$ cat src/design/rsw_pkg.sv
// Purpose: Shared constants and types for the reset, sleep and wake block.
// Assumes: 200 MHz clock; 8-bit registers on 32-bit Wishbone words.
// Notes: Offsets are byte addresses of aligned words.
`default_nettype none
package rsw_pkg;
  localparam int CLK_KHZ = 200000;
  localparam int HOLD_MS = 18;
  localparam int HOLD_CYC = HOLD_MS * CLK_KHZ;
  localparam int IRC_SHORT_CYC = 8;
  localparam int IRC_LONG_CYC = 32;
  localparam int WAIT_W = 24;

  localparam logic [7:0] OFS_TICK_CTRL = 8'h00;
  localparam logic [7:0] OFS_TICK_CNT = 8'h04;
  localparam logic [7:0] OFS_DOG_CTRL = 8'h08;
  localparam logic [7:0] OFS_WAKE_CTRL = 8'h0c;
  localparam logic [7:0] OFS_STATUS = 8'h10;
  localparam logic [7:0] OFS_DOG_CNT = 8'h14;

  localparam int RATIO_LSB = 0;
  localparam int PRESC_BIT = 3;
  localparam int DC_LVR_BIT = 6;
  localparam int DC_EN_BIT = 7;
  localparam int WK_IRC_BIT = 5;
  localparam int WK_IRC32_BIT = 6;
  localparam int ST_GIE_BIT = 0;
  localparam int ST_SLEEP_BIT = 1;
  localparam int ST_HOLD_BIT = 2;
  localparam int ST_PD_BIT = 3;
  localparam int ST_TOUT_BIT = 4;

  localparam logic [7:0] TICK_CTRL_RST = 8'h00;
  localparam logic [7:0] DOG_CTRL_RST = 8'h00;
  localparam logic [7:0] WAKE_CTRL_RST = 8'h00;
  localparam logic [7:0] DOG_KEEP_MASK = 8'h40;
  localparam logic [7:0] WAKE_KEEP_MASK = 8'h60;
  localparam logic [7:0] TICK_CNT_RST = 8'h00;
  localparam logic [2:0] SYNC_RST = 3'b100;

  localparam int PC_W = 12;
  localparam logic [PC_W-1:0] PC_RESET = 12'h000;
  localparam logic [PC_W-1:0] VEC_EXT = 12'h003;
  localparam logic [PC_W-1:0] VEC_PORT = 12'h006;
  localparam logic [PC_W-1:0] VEC_SPI = 12'h02a;
  localparam logic [PC_W-1:0] VEC_I2C = 12'h033;
  localparam logic [PC_W-1:0] VEC_ADC = 12'h03c;

  typedef enum logic [1:0] {
    ST_HOLD = 2'b00,
    ST_RUN = 2'b01,
    ST_SLEEP = 2'b10,
    ST_WAKE = 2'b11
  } rsw_state_t;

  typedef struct packed {
    logic cyc;
    logic stb;
    logic we;
    logic [7:0] adr;
    logic [3:0] sel;
    logic [31:0] dat;
  } rsw_wb_req_t;

  // Order matches wake enable bits [4:0]
  typedef struct packed {
    logic ext_pin;
    logic port_chg;
    logic spi_rx;
    logic i2c_rx;
    logic adc_done;
  } rsw_wake_ev_t;
endpackage
`default_nettype wire

$ cat src/design/rsw_top.sv
// Purpose: Reset sources, reset hold, sleep/wake, tick counter, watchdog.
// Assumes: One instruction per clock; core instructions arrive as pulses.
// Notes: Watchdog oscillator and reset/low-voltage pins are sampled.
//
// Operation
// - Two 8-bit prescalers; tick ratio from 3-bit field of tick control.
// - Watchdog prescaler ratio from 3-bit field of watchdog control.
// - Writing the tick counter clears the tick prescaler.
// - Watchdog clear or sleep instruction clears dog count and prescaler.
// - Tick counter runs on instruction clock, plus one per cycle unscaled.
// - Tick counter holds its value during sleep.
// - Watchdog runs on its own oscillator, also in sleep; resets on expiry.
// - Software may enable or disable the watchdog any time in normal run.
// - Unscaled watchdog period equals one start-up period, about 18 ms.
// - Reset from power-on, pin low, watchdog expiry, or enabled low voltage.
// - Core stays in reset about 18 ms after any reset.
// - With internal RC oscillator the reset hold is 8 or 32 clocks.
// - Reset zeroes program counter, floats ports, clears dog, loads defaults.
// - Sleep instruction powers down; enabled watchdog cleared, keeps running.
// - With internal RC oscillator the wake delay is 8 or 32 clocks.
// - Pin, watchdog and five enabled event sources wake from sleep.
// - Pin or watchdog wake resets; time-out and power-down flags record it.
// - Other five sources continue; global interrupt state decides the branch.
// - Enabled interrupts branch to vectors 0x03-0x3C, else next instruction.
// - With watchdog enabled in sleep only pin, watchdog or enabled low voltage can wake.
`timescale 1ns/1ps
`default_nettype none
module rsw_top
  import rsw_pkg::*;
#(
  parameter int HOLD_CYCLES = HOLD_CYC
) (
  input wire logic mclk_i,
  input wire logic rst_i,
  input wire rsw_wb_req_t wb_req_i,
  output logic [31:0] wb_dat_o,
  output logic wb_ack_o,
  input wire logic ext_rst_n_i,
  input wire logic dog_osc_i,
  input wire logic low_volt_i,
  input wire logic dog_clear_instr_i,
  input wire logic sleep_instr_i,
  input wire logic global_irq_on_instr_i,
  input wire logic global_irq_off_instr_i,
  input wire rsw_wake_ev_t wake_ev_i,
  output logic core_rst_o,
  output logic sleep_o,
  output logic osc_run_o,
  output logic port_in_mode_o,
  output logic pc_load_o,
  output logic [PC_W-1:0] pc_target_o,
  output logic [7:0] tick_count_o
);

  function automatic logic presc_hit(input logic [7:0] cnt,
                                     input logic [2:0] sel);
    logic [8:0] m;
    m = 9'h002 << sel;
    presc_hit = (cnt & (m[7:0] - 8'h01)) == (m[7:0] - 8'h01);
  endfunction

  rsw_state_t state_r;
  logic [WAIT_W-1:0] wait_r;
  logic [2:0] sync_a_r, sync_b_r, sync_c_r, stable_r;
  logic osc_prev_r;
  logic [7:0] tick_ctrl_r, dog_ctrl_r, wake_ctrl_r;
  logic [7:0] tick_pre_r, tick_cnt_r, dog_pre_r, dog_cnt_r;
  logic gie_r, tout_r, pd_r, ack_r, pc_load_r, branch_r;
  logic [PC_W-1:0] vec_r, pc_target_r;
  logic [31:0] dat_r;

  logic pin_low, osc_rise, lvd_lvl, dog_en, dog_clr, dog_step, dog_expire;
  logic rst_evt, cont_wake, wr, req, tick_step, hold_done;
  logic [WAIT_W-1:0] hold_len;
  logic [7:0] rd_val;
  logic [4:0] wake_hits;
  logic [PC_W-1:0] wake_vec;

  // Bit 2 reset pin, bit 1 watchdog oscillator, bit 0 low-voltage detect
  always_ff @(posedge mclk_i or posedge rst_i) begin
    if (rst_i) begin
      sync_a_r <= SYNC_RST;
      sync_b_r <= SYNC_RST;
      sync_c_r <= SYNC_RST;
      stable_r <= SYNC_RST;
    end else begin
      sync_a_r <= {ext_rst_n_i, dog_osc_i, low_volt_i};
      sync_b_r <= sync_a_r;
      sync_c_r <= sync_b_r;
      // A change is taken only once the last two stages agree
      stable_r <= (sync_c_r & ~(sync_b_r ^ sync_c_r)) |
                  (stable_r & (sync_b_r ^ sync_c_r));
    end
  end

  always_ff @(posedge mclk_i or posedge rst_i) begin
    if (rst_i) begin
      osc_prev_r <= 1'b0;
    end else begin
      osc_prev_r <= stable_r[1];
    end
  end

  assign pin_low = ~stable_r[2];
  assign osc_rise = stable_r[1] & ~osc_prev_r;
  assign lvd_lvl = stable_r[0];
  assign dog_en = dog_ctrl_r[DC_EN_BIT];
  assign req = wb_req_i.cyc & wb_req_i.stb & ~ack_r;
  assign wr = req & wb_req_i.we & wb_req_i.sel[0];

  // Watchdog clear sources
  assign dog_clr = (state_r == ST_HOLD) | dog_clear_instr_i |
                   (sleep_instr_i & (state_r == ST_RUN));
  assign dog_step = ~dog_ctrl_r[PRESC_BIT] |
                    presc_hit(dog_pre_r, dog_ctrl_r[RATIO_LSB +: 3]);
  // Unscaled, expiry comes after 256 oscillator edges, one start-up period
  assign dog_expire = dog_en & osc_rise & ~dog_clr & dog_step &
                      (dog_cnt_r == 8'hff);

  assign rst_evt = pin_low | dog_expire |
                   (dog_ctrl_r[DC_LVR_BIT] & lvd_lvl);

  assign wake_hits = wake_ev_i & wake_ctrl_r[4:0];
  // An enabled watchdog locks out the continuation sources
  assign cont_wake = (|wake_hits) & ~dog_en;

  always_comb begin
    if (wake_hits[4]) begin
      wake_vec = VEC_EXT;
    end else if (wake_hits[3]) begin
      wake_vec = VEC_PORT;
    end else if (wake_hits[2]) begin
      wake_vec = VEC_SPI;
    end else if (wake_hits[1]) begin
      wake_vec = VEC_I2C;
    end else begin
      wake_vec = VEC_ADC;
    end
  end

  always_comb begin
    if (!wake_ctrl_r[WK_IRC_BIT]) begin
      hold_len = WAIT_W'(HOLD_CYCLES);
    end else if (wake_ctrl_r[WK_IRC32_BIT]) begin
      hold_len = WAIT_W'(IRC_LONG_CYC);
    end else begin
      hold_len = WAIT_W'(IRC_SHORT_CYC);
    end
  end
  assign hold_done = wait_r >= (hold_len - WAIT_W'(1));

  always_ff @(posedge mclk_i or posedge rst_i) begin
    if (rst_i) begin
      state_r <= ST_HOLD;
      wait_r <= '0;
    end else begin
      case (state_r)
        ST_HOLD: begin
          if (rst_evt) begin
            wait_r <= '0;
          end else if (hold_done) begin
            state_r <= ST_RUN;
          end else begin
            wait_r <= wait_r + WAIT_W'(1);
          end
        end
        ST_RUN: begin
          wait_r <= '0;
          if (rst_evt) begin
            state_r <= ST_HOLD;
          end else if (sleep_instr_i) begin
            state_r <= ST_SLEEP;
          end
        end
        ST_SLEEP: begin
          wait_r <= '0;
          if (rst_evt) begin
            state_r <= ST_HOLD;
          end else if (cont_wake) begin
            state_r <= ST_WAKE;
          end
        end
        ST_WAKE: begin
          if (rst_evt) begin
            state_r <= ST_HOLD;
            wait_r <= '0;
          end else if (hold_done) begin
            state_r <= ST_RUN;
          end else begin
            wait_r <= wait_r + WAIT_W'(1);
          end
        end
        default: begin
          state_r <= ST_HOLD;
          wait_r <= '0;
        end
      endcase
    end
  end

  // Vector and branch decision caught at the wake event
  always_ff @(posedge mclk_i or posedge rst_i) begin
    if (rst_i) begin
      vec_r <= PC_RESET;
      branch_r <= 1'b0;
    end else if (state_r == ST_SLEEP && cont_wake && !rst_evt) begin
      vec_r <= wake_vec;
      branch_r <= gie_r;
    end
  end

  always_ff @(posedge mclk_i or posedge rst_i) begin
    if (rst_i) begin
      pc_load_r <= 1'b0;
      pc_target_r <= PC_RESET;
    end else if (state_r == ST_HOLD && !rst_evt && hold_done) begin
      pc_load_r <= 1'b1;
      pc_target_r <= PC_RESET;
    end else if (state_r == ST_WAKE && !rst_evt && hold_done) begin
      // Without interrupts the core simply resumes after the sleep
      pc_load_r <= branch_r;
      pc_target_r <= vec_r;
    end else begin
      pc_load_r <= 1'b0;
    end
  end

  always_ff @(posedge mclk_i or posedge rst_i) begin
    if (rst_i) begin
      gie_r <= 1'b0;
    end else if (state_r == ST_HOLD) begin
      gie_r <= 1'b0;
    end else if (global_irq_on_instr_i) begin
      gie_r <= 1'b1;
    end else if (global_irq_off_instr_i) begin
      gie_r <= 1'b0;
    end
  end

  // Flags survive the reset they describe; the set wins over the clear
  always_ff @(posedge mclk_i or posedge rst_i) begin
    if (rst_i) begin
      tout_r <= 1'b0;
      pd_r <= 1'b0;
    end else if (rst_evt && state_r != ST_HOLD) begin
      tout_r <= dog_expire;
      pd_r <= (state_r == ST_SLEEP) | (state_r == ST_WAKE);
    end else if (dog_clear_instr_i) begin
      tout_r <= 1'b0;
      pd_r <= 1'b0;
    end
  end

  always_ff @(posedge mclk_i or posedge rst_i) begin
    if (rst_i) begin
      dog_pre_r <= 8'h00;
      dog_cnt_r <= 8'h00;
    end else if (dog_clr) begin
      dog_pre_r <= 8'h00;
      dog_cnt_r <= 8'h00;
    end else if (osc_rise) begin
      // Runs in every state but the reset hold, sleep included
      dog_pre_r <= dog_pre_r + 8'h01;
      if (dog_step) begin
        dog_cnt_r <= dog_cnt_r + 8'h01;
      end
    end
  end

  assign tick_step = ~tick_ctrl_r[PRESC_BIT] |
                     presc_hit(tick_pre_r, tick_ctrl_r[RATIO_LSB +: 3]);

  always_ff @(posedge mclk_i or posedge rst_i) begin
    if (rst_i) begin
      tick_pre_r <= 8'h00;
      tick_cnt_r <= TICK_CNT_RST;
    end else if (state_r == ST_HOLD) begin
      tick_pre_r <= 8'h00;
      tick_cnt_r <= TICK_CNT_RST;
    end else if (wr && wb_req_i.adr == OFS_TICK_CNT) begin
      tick_pre_r <= 8'h00;
      tick_cnt_r <= wb_req_i.dat[7:0];
    end else if (state_r == ST_RUN) begin
      // Halted in sleep and during the wake delay
      tick_pre_r <= tick_pre_r + 8'h01;
      if (tick_step) begin
        tick_cnt_r <= tick_cnt_r + 8'h01;
      end
    end
  end

  // Control registers fall back to defaults during any reset hold, except the kept low-voltage and RC oscillator bits
  always_ff @(posedge mclk_i or posedge rst_i) begin
    if (rst_i) begin
      tick_ctrl_r <= TICK_CTRL_RST;
      dog_ctrl_r <= DOG_CTRL_RST;
      wake_ctrl_r <= WAKE_CTRL_RST;
    end else if (state_r == ST_HOLD) begin
      tick_ctrl_r <= TICK_CTRL_RST;
      dog_ctrl_r <= DOG_CTRL_RST | (dog_ctrl_r & DOG_KEEP_MASK);
      wake_ctrl_r <= WAKE_CTRL_RST | (wake_ctrl_r & WAKE_KEEP_MASK);
    end else if (wr) begin
      case (wb_req_i.adr)
        OFS_TICK_CTRL: tick_ctrl_r <= wb_req_i.dat[7:0];
        OFS_DOG_CTRL: dog_ctrl_r <= wb_req_i.dat[7:0];
        OFS_WAKE_CTRL: wake_ctrl_r <= wb_req_i.dat[7:0];
        default: begin
        end
      endcase
    end
  end

  always_comb begin
    case (wb_req_i.adr)
      OFS_TICK_CTRL: rd_val = tick_ctrl_r;
      OFS_TICK_CNT: rd_val = tick_cnt_r;
      OFS_DOG_CTRL: rd_val = dog_ctrl_r;
      OFS_WAKE_CTRL: rd_val = wake_ctrl_r;
      OFS_STATUS: begin
        rd_val = 8'h00;
        rd_val[ST_GIE_BIT] = gie_r;
        rd_val[ST_SLEEP_BIT] = state_r == ST_SLEEP;
        rd_val[ST_HOLD_BIT] = state_r == ST_HOLD;
        rd_val[ST_PD_BIT] = pd_r;
        rd_val[ST_TOUT_BIT] = tout_r;
      end
      OFS_DOG_CNT: rd_val = dog_cnt_r;
      default: rd_val = 8'h00;
    endcase
  end

  // One wait state; unmapped addresses still answer, reading zero
  always_ff @(posedge mclk_i or posedge rst_i) begin
    if (rst_i) begin
      ack_r <= 1'b0;
      dat_r <= 32'h0000_0000;
    end else begin
      ack_r <= req;
      if (req && !wb_req_i.we) begin
        dat_r <= {24'h00_0000, rd_val};
      end
    end
  end

  assign wb_ack_o = ack_r;
  assign wb_dat_o = dat_r;
  assign core_rst_o = state_r == ST_HOLD;
  assign port_in_mode_o = state_r == ST_HOLD;
  assign sleep_o = state_r == ST_SLEEP;
  assign osc_run_o = state_r != ST_SLEEP;
  assign pc_load_o = pc_load_r;
  assign pc_target_o = pc_target_r;
  assign tick_count_o = tick_cnt_r;

endmodule
`default_nettype wire

$ cat config.mk
export PLATFORM = sky130hd
export DESIGN_NAME = rsw_top
export DESIGN_NICKNAME = d
export VERILOG_FILES = /design/src/design/rsw_pkg.sv /design/src/design/rsw_top.sv
export SDC_FILE = /design/constraint.sdc
export NUM_CORES = 1
export LEC_CHECK = 0
export BUFFER_PORTS_ARGS = -buffer_cell sky130_fd_sc_hd__clkbuf_2
export CAP_MARGIN = 20
export CORE_MARGIN = 2
export CORE_UTILIZATION = 40
export CTS_BUF_LIST = sky130_fd_sc_hd__clkbuf_8
export CTS_CLUSTER_DIAMETER = 150
export CTS_CLUSTER_SIZE = 16
export DETAILED_ROUTE_END_ITERATION = 16
export GPL_TIMING_DRIVEN = 0
export SYNTH_ARGS = -nofsm -noshare
export SYNTH_HDL_FRONTEND = slang
export SYNTH_SLANG_ARGS = --single-unit
export TNS_END_PERCENT = 20
$ cat constraint.sdc
create_clock -name mclk_i -period 10.12 [get_ports mclk_i]
set_input_delay 0.506 -clock mclk_i [delete_from_list [all_inputs] [get_ports mclk_i]]
set_output_delay 0.506 -clock mclk_i [all_outputs]
set_load 0.005 [all_outputs]
After elaboration in Yosys (flattened, before gate mapping)
Cells that the tools add are included.
{"block": "word_totals", "ff_bits": 133, "inputBits": 61, "output_inout_bits": 58, "elab_cells": 172}
{"block": "classes", "add_sub_neg": 8, "order_cmp": 1, "eq_ne": 16, "shift": 2, "n_mux": 49, "n_bitwise": 35, "reduce_logical": 36}
{"cell": "$mux W8", "n": 21}
{"cell": "$mux W24", "n": 2}
{"cell": "$pmux W24 S2", "n": 1}
{"cell": "$pmux W8 S6", "n": 1}
{"cell": "$add A8 B1 Y8 const B", "n": 4}
{"cell": "$add A24 B1 Y24 const B", "n": 1}
{"cell": "$ge A24 B24 Y1", "n": 1}
{"cell": "$mux W12", "n": 2}
{"cell": "$sub A24 B1 Y24 const B", "n": 1}
{"cell": "$mux W22", "n": 1}
{"cell": "$mux W6", "n": 3}
{"cell": "$reduce_bool A2 Y1", "n": 9}
{"cell": "$and A8 B8 Y8", "n": 2}
{"cell": "$eq A8 B4 Y1 const B", "n": 2}
{"cell": "$eq A8 B5 Y1 const B", "n": 2}
{"cell": "$eq A8 B8 Y1", "n": 2}
{"cell": "$shl A2 B3 Y8 const A", "n": 2}
{"cell": "$sub A8 B1 Y8 const B", "n": 2}
{"cell": "$mux W2", "n": 7}
{"cell": "$and A1 B1 Y1", "n": 12}
{"cell": "$reduce_and A2 Y1", "n": 5}
{"cell": "$logic_and A1 B1 Y1", "n": 9}
{"cell": "$reduce_and A3 Y1", "n": 3}
{"cell": "$reduce_bool A3 Y1", "n": 3}
{"cell": "other kinds (23)", "n": 49}

Depth between registers and ports, before layout
Gate-level depths: netlist of run 1.
{"block": "logic_depth", "word_depth": 14, "depth_mapped": 13}

Least setup slack after synthesis of run 1
OpenSTA, ideal clock, no wires.
{"block": "synth_path", "path_kind": "register -> register", "start": "register wake_ctrl_r[5]", "end": "register pc_target_r[0] (netlist: pc_target_o[0])", "setup_ns": 0.104, "t_arrival_ns": 2.758, "path_slack_ns": 7.258, "stages_incl_launch_ff": 11, "synth_period_minus_slack_ns": 2.862, "cell_sequence": "dfrtp_1 > inv_1 > ha_1 > inv_1 > ha_1 > nand2_1 > or4_1 > o211a_1 > a311o_1 > buf_4 > o311ai_1"}
{"block": "synth_via", "elab_chain_cells": 5}
{"item": "start, declared", "line": "rsw_top.sv:66", "source": "logic [7:0] tick_ctrl_r, dog_ctrl_r, wake_ctrl_r;"}
{"item": "start signal, assigned", "line": "rsw_top.sv:301", "source": "wake_ctrl_r <= WAKE_CTRL_RST | (wake_ctrl_r & WAKE_KEEP_MASK);"}
{"item": "start signal, assigned", "line": "rsw_top.sv:306", "source": "OFS_WAKE_CTRL: wake_ctrl_r <= wb_req_i.dat[7:0];"}
{"item": "$mux W22 *", "line": "rsw_top.sv:142", "source": "if (!wake_ctrl_r[WK_IRC_BIT]) begin"}
{"item": "$sub A24 B1 Y24 *", "line": "rsw_top.sv:150", "source": "assign hold_done = wait_r >= (hold_len - WAIT_W'(1));"}
{"item": "$ge A24 B24 Y1 *", "line": "rsw_top.sv:150"}
{"item": "$logic_and A1 B1 Y1, on equally long branches", "line": "rsw_top.sv:216, rsw_top.sv:219"}
{"item": "$mux W12 / $reduce_bool A2 Y1 (equally long branches)"}
{"item": "end signal, assigned", "line": "rsw_top.sv:222", "source": "pc_target_r <= vec_r;"}
{"item": "end, declared", "line": "rsw_top.sv:69", "source": "logic [PC_W-1:0] vec_r, pc_target_r;"}
Every way passes the cells marked *; elsewhere a longest branch is shown, timed or not.
A chain may end at the register's enable or synchronous reset.

Final worst setup path of run 1
{"block": "layout_path", "start": "register wake_ctrl_r[5]", "end": "register wait_r[18]"}
{"block": "layout_via", "elab_chain_cells": 4}
{"item": "$mux W22", "line": "rsw_top.sv:142"}
{"item": "$sub A24 B1 Y24", "line": "rsw_top.sv:150"}
{"item": "$ge A24 B24 Y1", "line": "rsw_top.sv:150"}
{"item": "$ne A3 B3 Y1 (no source line)"}
{"item": "end signal, assigned", "line": "rsw_top.sv:164", "source": "wait_r <= wait_r + WAIT_W'(1);"}
{"item": "end signal, assigned", "line": "rsw_top.sv:190", "source": "wait_r <= wait_r + WAIT_W'(1);"}
{"item": "end, declared", "line": "rsw_top.sv:63", "source": "logic [WAIT_W-1:0] wait_r;"}
No other way between the ends.

==> results of run 1 <==
==> state kept, by name (all words and copies together), names as in the netlist, 2 cells and up, named ones only <==
register / cells
wait_r: 24
dog_cnt_r: 8
dog_ctrl_r: 8
dog_pre_r: 8
tick_count_o: 8
tick_ctrl_r: 8
tick_pre_r: 8
wake_ctrl_r: 8
wb_dat_o: 8
pc_target_o: 6
vec_r: 6
sync_a_r: 3
sync_b_r: 3
sync_c_r: 3
state_r: 2
==> worst max path at each step <==
stage / start / to / slack (ns) / cells after the start
after global routing: wake_ctrl_r[5]$_DFFE_PP0P_ / wait_r[18]$_DFFE_PP0P_ / 6.38 / 10
after CTS: wake_ctrl_r[5]$_DFFE_PP0P_ / wait_r[18]$_DFFE_PP0P_ / 6.63 / 10
after floorplan: rst_i / asynchronous set/reset pin / 6.41 / 1
final: wake_ctrl_r[5]$_DFFE_PP0P_ / wait_r[18]$_DFFE_PP0P_ / 6.66 / 10
after detailed placement: wake_ctrl_r[5]$_DFFE_PP0P_ / wait_r[18]$_DFFE_PP0P_ / 6.67 / 10
after global placement: rst_i / tick_count_o[2]$_DFFE_PP0P_ / 4.80 / 2
==> Yosys cell counts, types with 3 or more instances <==
cell type  number
mux2i_1        21
a22o_1         17
nand4_1        17
a22oi_1         3
nor2_2          3
maj3_1          3
buf_6           4
clkbuf_1       10
o22ai_1         5
nand2b_1        4
nor2_4         19
o2111ai_1       3
xnor2_1        29
a211oi_1        8
buf_4          32
ha_1           31
a31oi_1         8
inv_1          28
o21ai_0        23
xor2_1         19
nor4_1          3
o311ai_1        7
nor2_1         75
o211ai_1        3
mux2_2          5
nor3_1          8
mux2_1          5
or3_1           5
nand3_1        16
dfstp_2         4
dfrtp_1       117
nand2_1        72
a21oi_1        31
nor2b_1         7
and3_1         11
==> final cells by class <==
class                           count  area, um2  area share, %
Clock inverter                     14        163           2.00
Tap cell                          225        282           3.46
Clock buffer                       18        248           3.05
Inverter                           28        110           1.35
Timing Repair Buffer               61        328           4.03
Sequential cell                   121       3030           37.3
Multi-Input combinational cell    532       3580           44.1
Buffer                             52        380           4.68
==> report_power, final <==
part           switching [mW]  internal [mW]  leakage, nW
combinational          0.0471         0.0323         1.83
clock                   0.220          0.231        0.195
sequential            0.00784          0.495         1.59
==> per-layer routing <==
layer | track usage [%] | up-vias | share of wire [%]
met5 | 0 | - | 0
met2 | 29.4 | 131 | 46
met3 | 4.33 | 21 | 4.9
li1 | - | 2650 | -
met1 | 25.9 | 2530 | 47
met4 | 5.44 | 0 | 1.5
==> logic make-up after synthesis <==
kind of cell | count (synthesis) | synth area share [%]
XOR/XNOR | 48 | 6.02
buffers and inverters | 80 | 6.95
adder cells (fa/ha/maj) | 34 | 5.98
other | 2 | 0.108
AND/OR/NAND/NOR | 256 | 19.7
AO/OA/AOI/OAI | 130 | 13.2
flip-flops | 121 | 43.4
multiplexers | 31 | 4.62
==> worst reg2reg max path, stage by stage (launching register included) <==
cell and delay, ns:
dfrtp_1 0.73, inv_1 0.24, ha_1 0.25, inv_1 0.05, ha_1 0.13, nand2_1 0.08, or4_1 0.54, o2111ai_1 0.81
nor3_1 0.15, xnor2_1 0.33, nor2_4 0.04
==> through the flow <==
step                hold WS [ns]  setup WS, ns  cells  total power, mW  utilization [%]
finish                    0.0282          6.66   1051             1.03             47.3
global route              0.0265          6.38   1051             1.08             47.3
CTS                       0.0200          6.63   1051             1.05             47.3
detailed placement         0.337          6.67   1019            0.593             44.9
global placement           0.333          4.80   1018            0.591             44.7
floorplan                  0.331          6.41    733            0.563                -
==> flow_summary.yaml, run 1 <==
outcome:
  status: "completed"
critical_path:
  cp_slowest_stage_delay_ns: 0.81
  cp-start-kind: "flip-flop"
  r2r_start: "wake_ctrl_r[5]$_DFFE_PP0P_"
  crit_chain: "inv_1 -> ha_1 -> inv_1 -> ha_1 -> nand2_1 -> or4_1 -> o2111ai_1 -> nor3_1 -> xnor2_1 -> nor2_4"
  cp-end-kind: "flip-flop"
  reg2reg_depth: 10
  cp.buffers_inverters: 2
  crit_arrival_ns: 3.78
  reg2reg_to: "wait_r[18]$_DFFE_PP0P_"
  worstPathMaxFanout: 15
  required_ns: 10.45
  cp_slowest_cell: "o2111ai_1"
  crit_type: "reg2reg"
  rrSetupSlack_ns: 6.66
  path_delay_family: "simple AND/OR/NAND/NOR gates"
layout:
  stdcell_area_um2: 8130
  fillers: 1650
  layout_commonest_cell: "dfrtp_1"
  antenna_cells: 0
  drive_gt1_share_pct: 21.9
  fin_nets: 905
  final_cell_mix: "dfrtp_1, nor2_1, nand2_1"
  area_delta_synth_final_pct: 16.3
yosys:
  synth_edf_count: 0
  avgSynthCellArea_um2: 9.95
  ys_types: 71
  synthFlopType: "dfrtp_1"
  ys_ff_latch: 121
  ys_seq_area_share_pct: 43.4
  synth_top_area_share_pct: 41.9
  yosys_warnings: 0
  synthCells: 702
  yosys.area.top_type: "dfrtp_1"
  netlist_top_cells_area: "dfrtp_1, ha_1, nor2_1"
  syn_area_um2: 6990
  async_flop_share_pct: 100
sta:
  min_period_ns: 3.46
  rsz0062_at_grt: "no"
  max_slew.worst_pin.slew_ns: 0.940
  clock_skew_ns: 0.0119
  timing.final.crit_share_pct: 34.1
  slew_violations: 0
  hold_violations: 0
  fmax_ghz: 0.289
  relSlewSlack_pct: 37.3
  fin_setup_tns_ns: 0
  setup_viol: 0
die:
  dieArea_um2: 18500
  die_h_um: 136
  core_um2: 17200
  fp-row-count: 48
  die_w_um: 136
  io_pins: 119
  start_util_pct: 40.7
cts:
  cts_buffers: 17
  clock_path_buffers: 2
  h-tree-depth: 4
  ctsHoldBuffers: 0
  root_buffer: "clkbuf_8"
  clkLatencyLatePin_ns: 0.45
  cts_tree: "done"
  cts_setup_buffers: 0
  clk_pin_slew_ns: 0.08
  cts_sinks: 121
  cts_resized: 0
min_path:
  hold_path_class: "in2async"
place:
  portBuffers: 60
  place_area_um2: 7720
  dp_hpwl_um: 12100
  place_congestion: 0.866
global_route:
  grt_max_degree: 88
  grtUsageTotal_pct: 18.8
  grt_pass1_wl_um: 26900
  antenna_found_initial: 0
  grt-ovfl-total: 0
  grt_pass1_vias: 5183
run:
  cap_violations: 0
detailed_routing:
  first_iter_violations: 291
  via_per_inst: 5.07
  antenna_left: 0
  vias: 5332
  finalWirelength_um: 16200
  drcViolationCount: 0
  wl_per_cell_um: 15.4
  drtPass1Iterations: 5
power:
  p_leak_nw: 3.62
  ir_worst_vdd_mv: 0.107
  powerDensity_nw_per_um2: 127
(Power assumes the default switching activity.)
==> run 2: changes to the inputs <==
--- a/config.mk
+++ b/config.mk
@@ -5,6 +5,7 @@
 export SDC_FILE = /design/constraint.sdc
 export NUM_CORES = 1
 export LEC_CHECK = 0
+export ABC_AREA = 1
 export BUFFER_PORTS_ARGS = -buffer_cell sky130_fd_sc_hd__clkbuf_2
 export CAP_MARGIN = 20
 export CORE_MARGIN = 2
==> constraint.sdc (replaced) <==
create_clock -name mclk_i -period 3.3 [get_ports mclk_i]
set_input_delay 0.165 -clock mclk_i [delete_from_list [all_inputs] [get_ports mclk_i]]
set_output_delay 0.165 -clock mclk_i [all_outputs]
set_load 0.005 [all_outputs]
==> run 2 against run 1 <==
Net effect:
- setup slack lost 6.3 ns
- sequential cell count is the same
- die area shrank 0.84%
- first-iteration DRC count grew 41%
- critical endpoint is now wait_r[17]$_DFFE_PP0P_
==> flow_summary.yaml, run 2 <==
sta:
  rsz0062_at_grt: "no"
  holdWs_ns: 0.0327
  fmax_ghz: 0.337
  slew_violations: 0
  setup_viol: 0
  clock_skew_ns: 0.0126
  min_period_ns: 2.96
  hold_violations: 0
  max_slew.worst_pin.slew_ns: 0.689
  relSlewSlack_pct: 54.0
  timing.final.crit_share_pct: 89.8
  fin_ws_ns: 0.337
  fin_setup_tns_ns: 0
die:
  core_um2: 17100
  io_pins: 119
  fp-row-count: 48
  die_h_um: 136
  dieArea_um2: 18400
  start_util_pct: 40.5
  die_w_um: 136
layout:
  drive_gt1_share_pct: 17.9
  fillers: 1727
  largest_register: "wait_r"
  regArea_um2: 3030
  area_delta_synth_final_pct: 18.0
  largest_register_ffs: 24
  fin_nets: 1076
  multi_input_area_um2: 3290
  antenna_cells: 0
  final_util_pct: 47.7
  final_cell_mix: "nand2_1, dfrtp_1, inv_1"
  stdcell_area_um2: 8170
  layout_commonest_cell: "nand2_1"
critical_path:
  cp_slowest_cell: "dfrtp_2"
  path_delay_family: "buffers and inverters"
  required_ns: 3.64
  crit_chain: "inv_1 -> ha_1 -> ha_1 -> nand2_1 -> inv_1 -> o21ai_0 -> nand3_1 -> nand2_1 -> nand3_2 -> inv_1 -> buf_2 -> nand3_1 -> o21ai_1 -> a21oi_1"
  cp_slowest_stage_delay_ns: 0.57
  crit_type: "reg2reg"
  cp-end-kind: "flip-flop"
  worst_path_most_repeated_cell: "inv_1"
  cp-start-kind: "flip-flop"
  cp.buffers_inverters: 4
  crit_arrival_ns: 3.30
  worstPathMaxFanout: 15
power:
  clkPwrFrac_pct: 42.7
  powerDensity_nw_per_um2: 363
  ir_worst_vdd_mv: 0.254
  switching_share_pct: 26.2
  p_leak_nw: 3.91
  p_sw_mw: 0.777
  combinationalPowerShare_pct: 6.3
  internal_power_mw: 2.19
  power_frac_seq_pct: 50.9
cts:
  cts_buffers: 17
  clkLatencyLatePin_ns: 0.46
  cts_tree: "done"
  clock_path_buffers: 2
  root_buffer: "clkbuf_8"
  cts_sinks: 121
  h-tree-depth: 4
  clk_pin_slew_ns: 0.08
global_route:
  use_met2_pct: 30.3
  grtUsageTotal_pct: 19.7
  antenna_found_initial: 0
  grt_use_met3_pct: 3.85
  grt_pass1_wl_um: 28200
  grt_max_degree: 37
  grt_busiest_layer: "met2"
  grt-ovfl-total: 0
  grt_pass1_vias: 5721
  met1_usage_pct: 27.3
yosys:
  async_flop_share_pct: 100
  ys_ff_latch: 121
  netlist_top_cells_area: "dfrtp_1, nand2_1, ha_1"
  avgSynthCellArea_um2: 8.05
  synth_top_area_share_pct: 42.3
  yosysMostFrequentCell: "nand2_1"
  ys_seq_area_share_pct: 43.8
  yosys.area.top_type: "dfrtp_1"
  synth_edf_count: 0
  synthFlopType: "dfrtp_1"
  yosys_warnings: 0
  synth.cells.most_frequent: "nand2_1, dfrtp_1, inv_1"
  synthCells: 860
  ys_types: 47
  syn_area_um2: 6930
place:
  place_congestion: 0.867
  place_area_um2: 7690
  dp_hpwl_um: 13200
  portBuffers: 61
  pre_cts_slack_ns: 0.122
detailed_routing:
  via_per_inst: 4.92
  drtPass1Iterations: 5
  wl_per_cell_um: 14.0
  first_iter_violations: 409
  antenna_left: 0
  drcViolationCount: 0
  vias: 6008
  finalWirelength_um: 17100
run:
  cap_violations: 0
min_path:
  hold_path_class: "in2reg"
outcome:
  status: "completed"
run 2: worst paths after layout:
| check | start | end | slack, ns | cells past startpoint |
|---|---|---|---|---|
| worst max-delay path | wake_ctrl_r[5]$_DFFE_PP0P_ | wait_r[17]$_DFFE_PP0P_ | 0.34 | 14 |
| worst min-delay path | wake_ev_i[4] | vec_r[2]$_DFFE_PP0P_ | 0.03 | 4 |
| worst max register to register | wake_ctrl_r[5]$_DFFE_PP0P_ | wait_r[17]$_DFFE_PP0P_ | 0.34 | 14 |
| worst min register to register | sync_a_r[2]$_DFF_PP1_ | sync_b_r[2]$_DFF_PP1_ | 0.36 | 0 |
| max in group asynchronous | rst_i | dog_cnt_r[0]$_DFFE_PP0P_ | 2.16 | 5 |
| min in group asynchronous | rst_i | tick_count_o[4]$_DFFE_PP0P_ | 0.32 | 3 |
run 2: metrics by stage:
step | power, mW | std cells
floorplan | 1.65 | 891
global placement | 1.71 | 1177
detailed placement | 1.72 | 1180
CTS | 3.00 | 1222
global route | 3.10 | 1222
finish | 2.97 | 1222
run 2: kinds of logic (layout without fill, tap and decap cells):
family | after synthesis | count (layout) | share of synthesized area [%]
and+or+nand+nor | 385 | 385 | 25.5
xor gates and xnor gates | 13 | 13 | 1.64
adders and majority gates | 34 | 34 | 6.03
other | 2 | 33 | 0.108
buffers and inverters | 152 | 258 | 10.4
AOI/OAI and AO/OA | 153 | 153 | 12.5
DFF | 121 | 121 | 43.8
run 2: final cells by class:
cell class              instances  share of cell area, %
clock inverters                14                   1.56
multi-input cells             618                   40.3
well taps                     225                   3.45
flip-flops and latches        121                   37.1
plain buffers                  45                   3.91
inverters                     107                   4.96
clock buffers                  18                   3.03
repair buffers                 74                   5.70
run 2: what timing repair did:
item / CTS / global route
hold buffers: 10 / 0
buffers inserted: 0 / 0
gates resized for setup: 0 / 1
hold endpoints to repair: 29 / 0
setup endpoints to repair: 0 / 5
run 2: worst register-to-register path, stage by stage, from the launching register on:
cell and delay (ns):
dfrtp_2 0.57, inv_1 0.15, ha_1 0.30, ha_1 0.29, nand2_1 0.06, inv_1 0.04, o21ai_0 0.06, nand3_1 0.14
nand2_1 0.10, nand3_2 0.18, inv_1 0.32, buf_2 0.30, nand3_1 0.13, o21ai_1 0.15, a21oi_1 0.06
run 2: per-layer routing:
layer | wire, um | vias up | share of wire [%]
met5 | 0 | - | 0
li1 | - | 3061 | -
met4 | 405 | 0 | 2.4
met2 | 7670 | 158 | 45
met3 | 923 | 30 | 5.4
met1 | 8140 | 2759 | 48
run 2: power by group through the flow:
stage               Sequential [mW]  Combinational, mW  Clock [mW]
floorplan                      1.54              0.115           0
global placement               1.54              0.171           0
detailed placement             1.54              0.181           0
CTS                            1.51              0.190        1.30
global route                   1.51              0.213        1.37
finish                         1.51              0.188        1.27
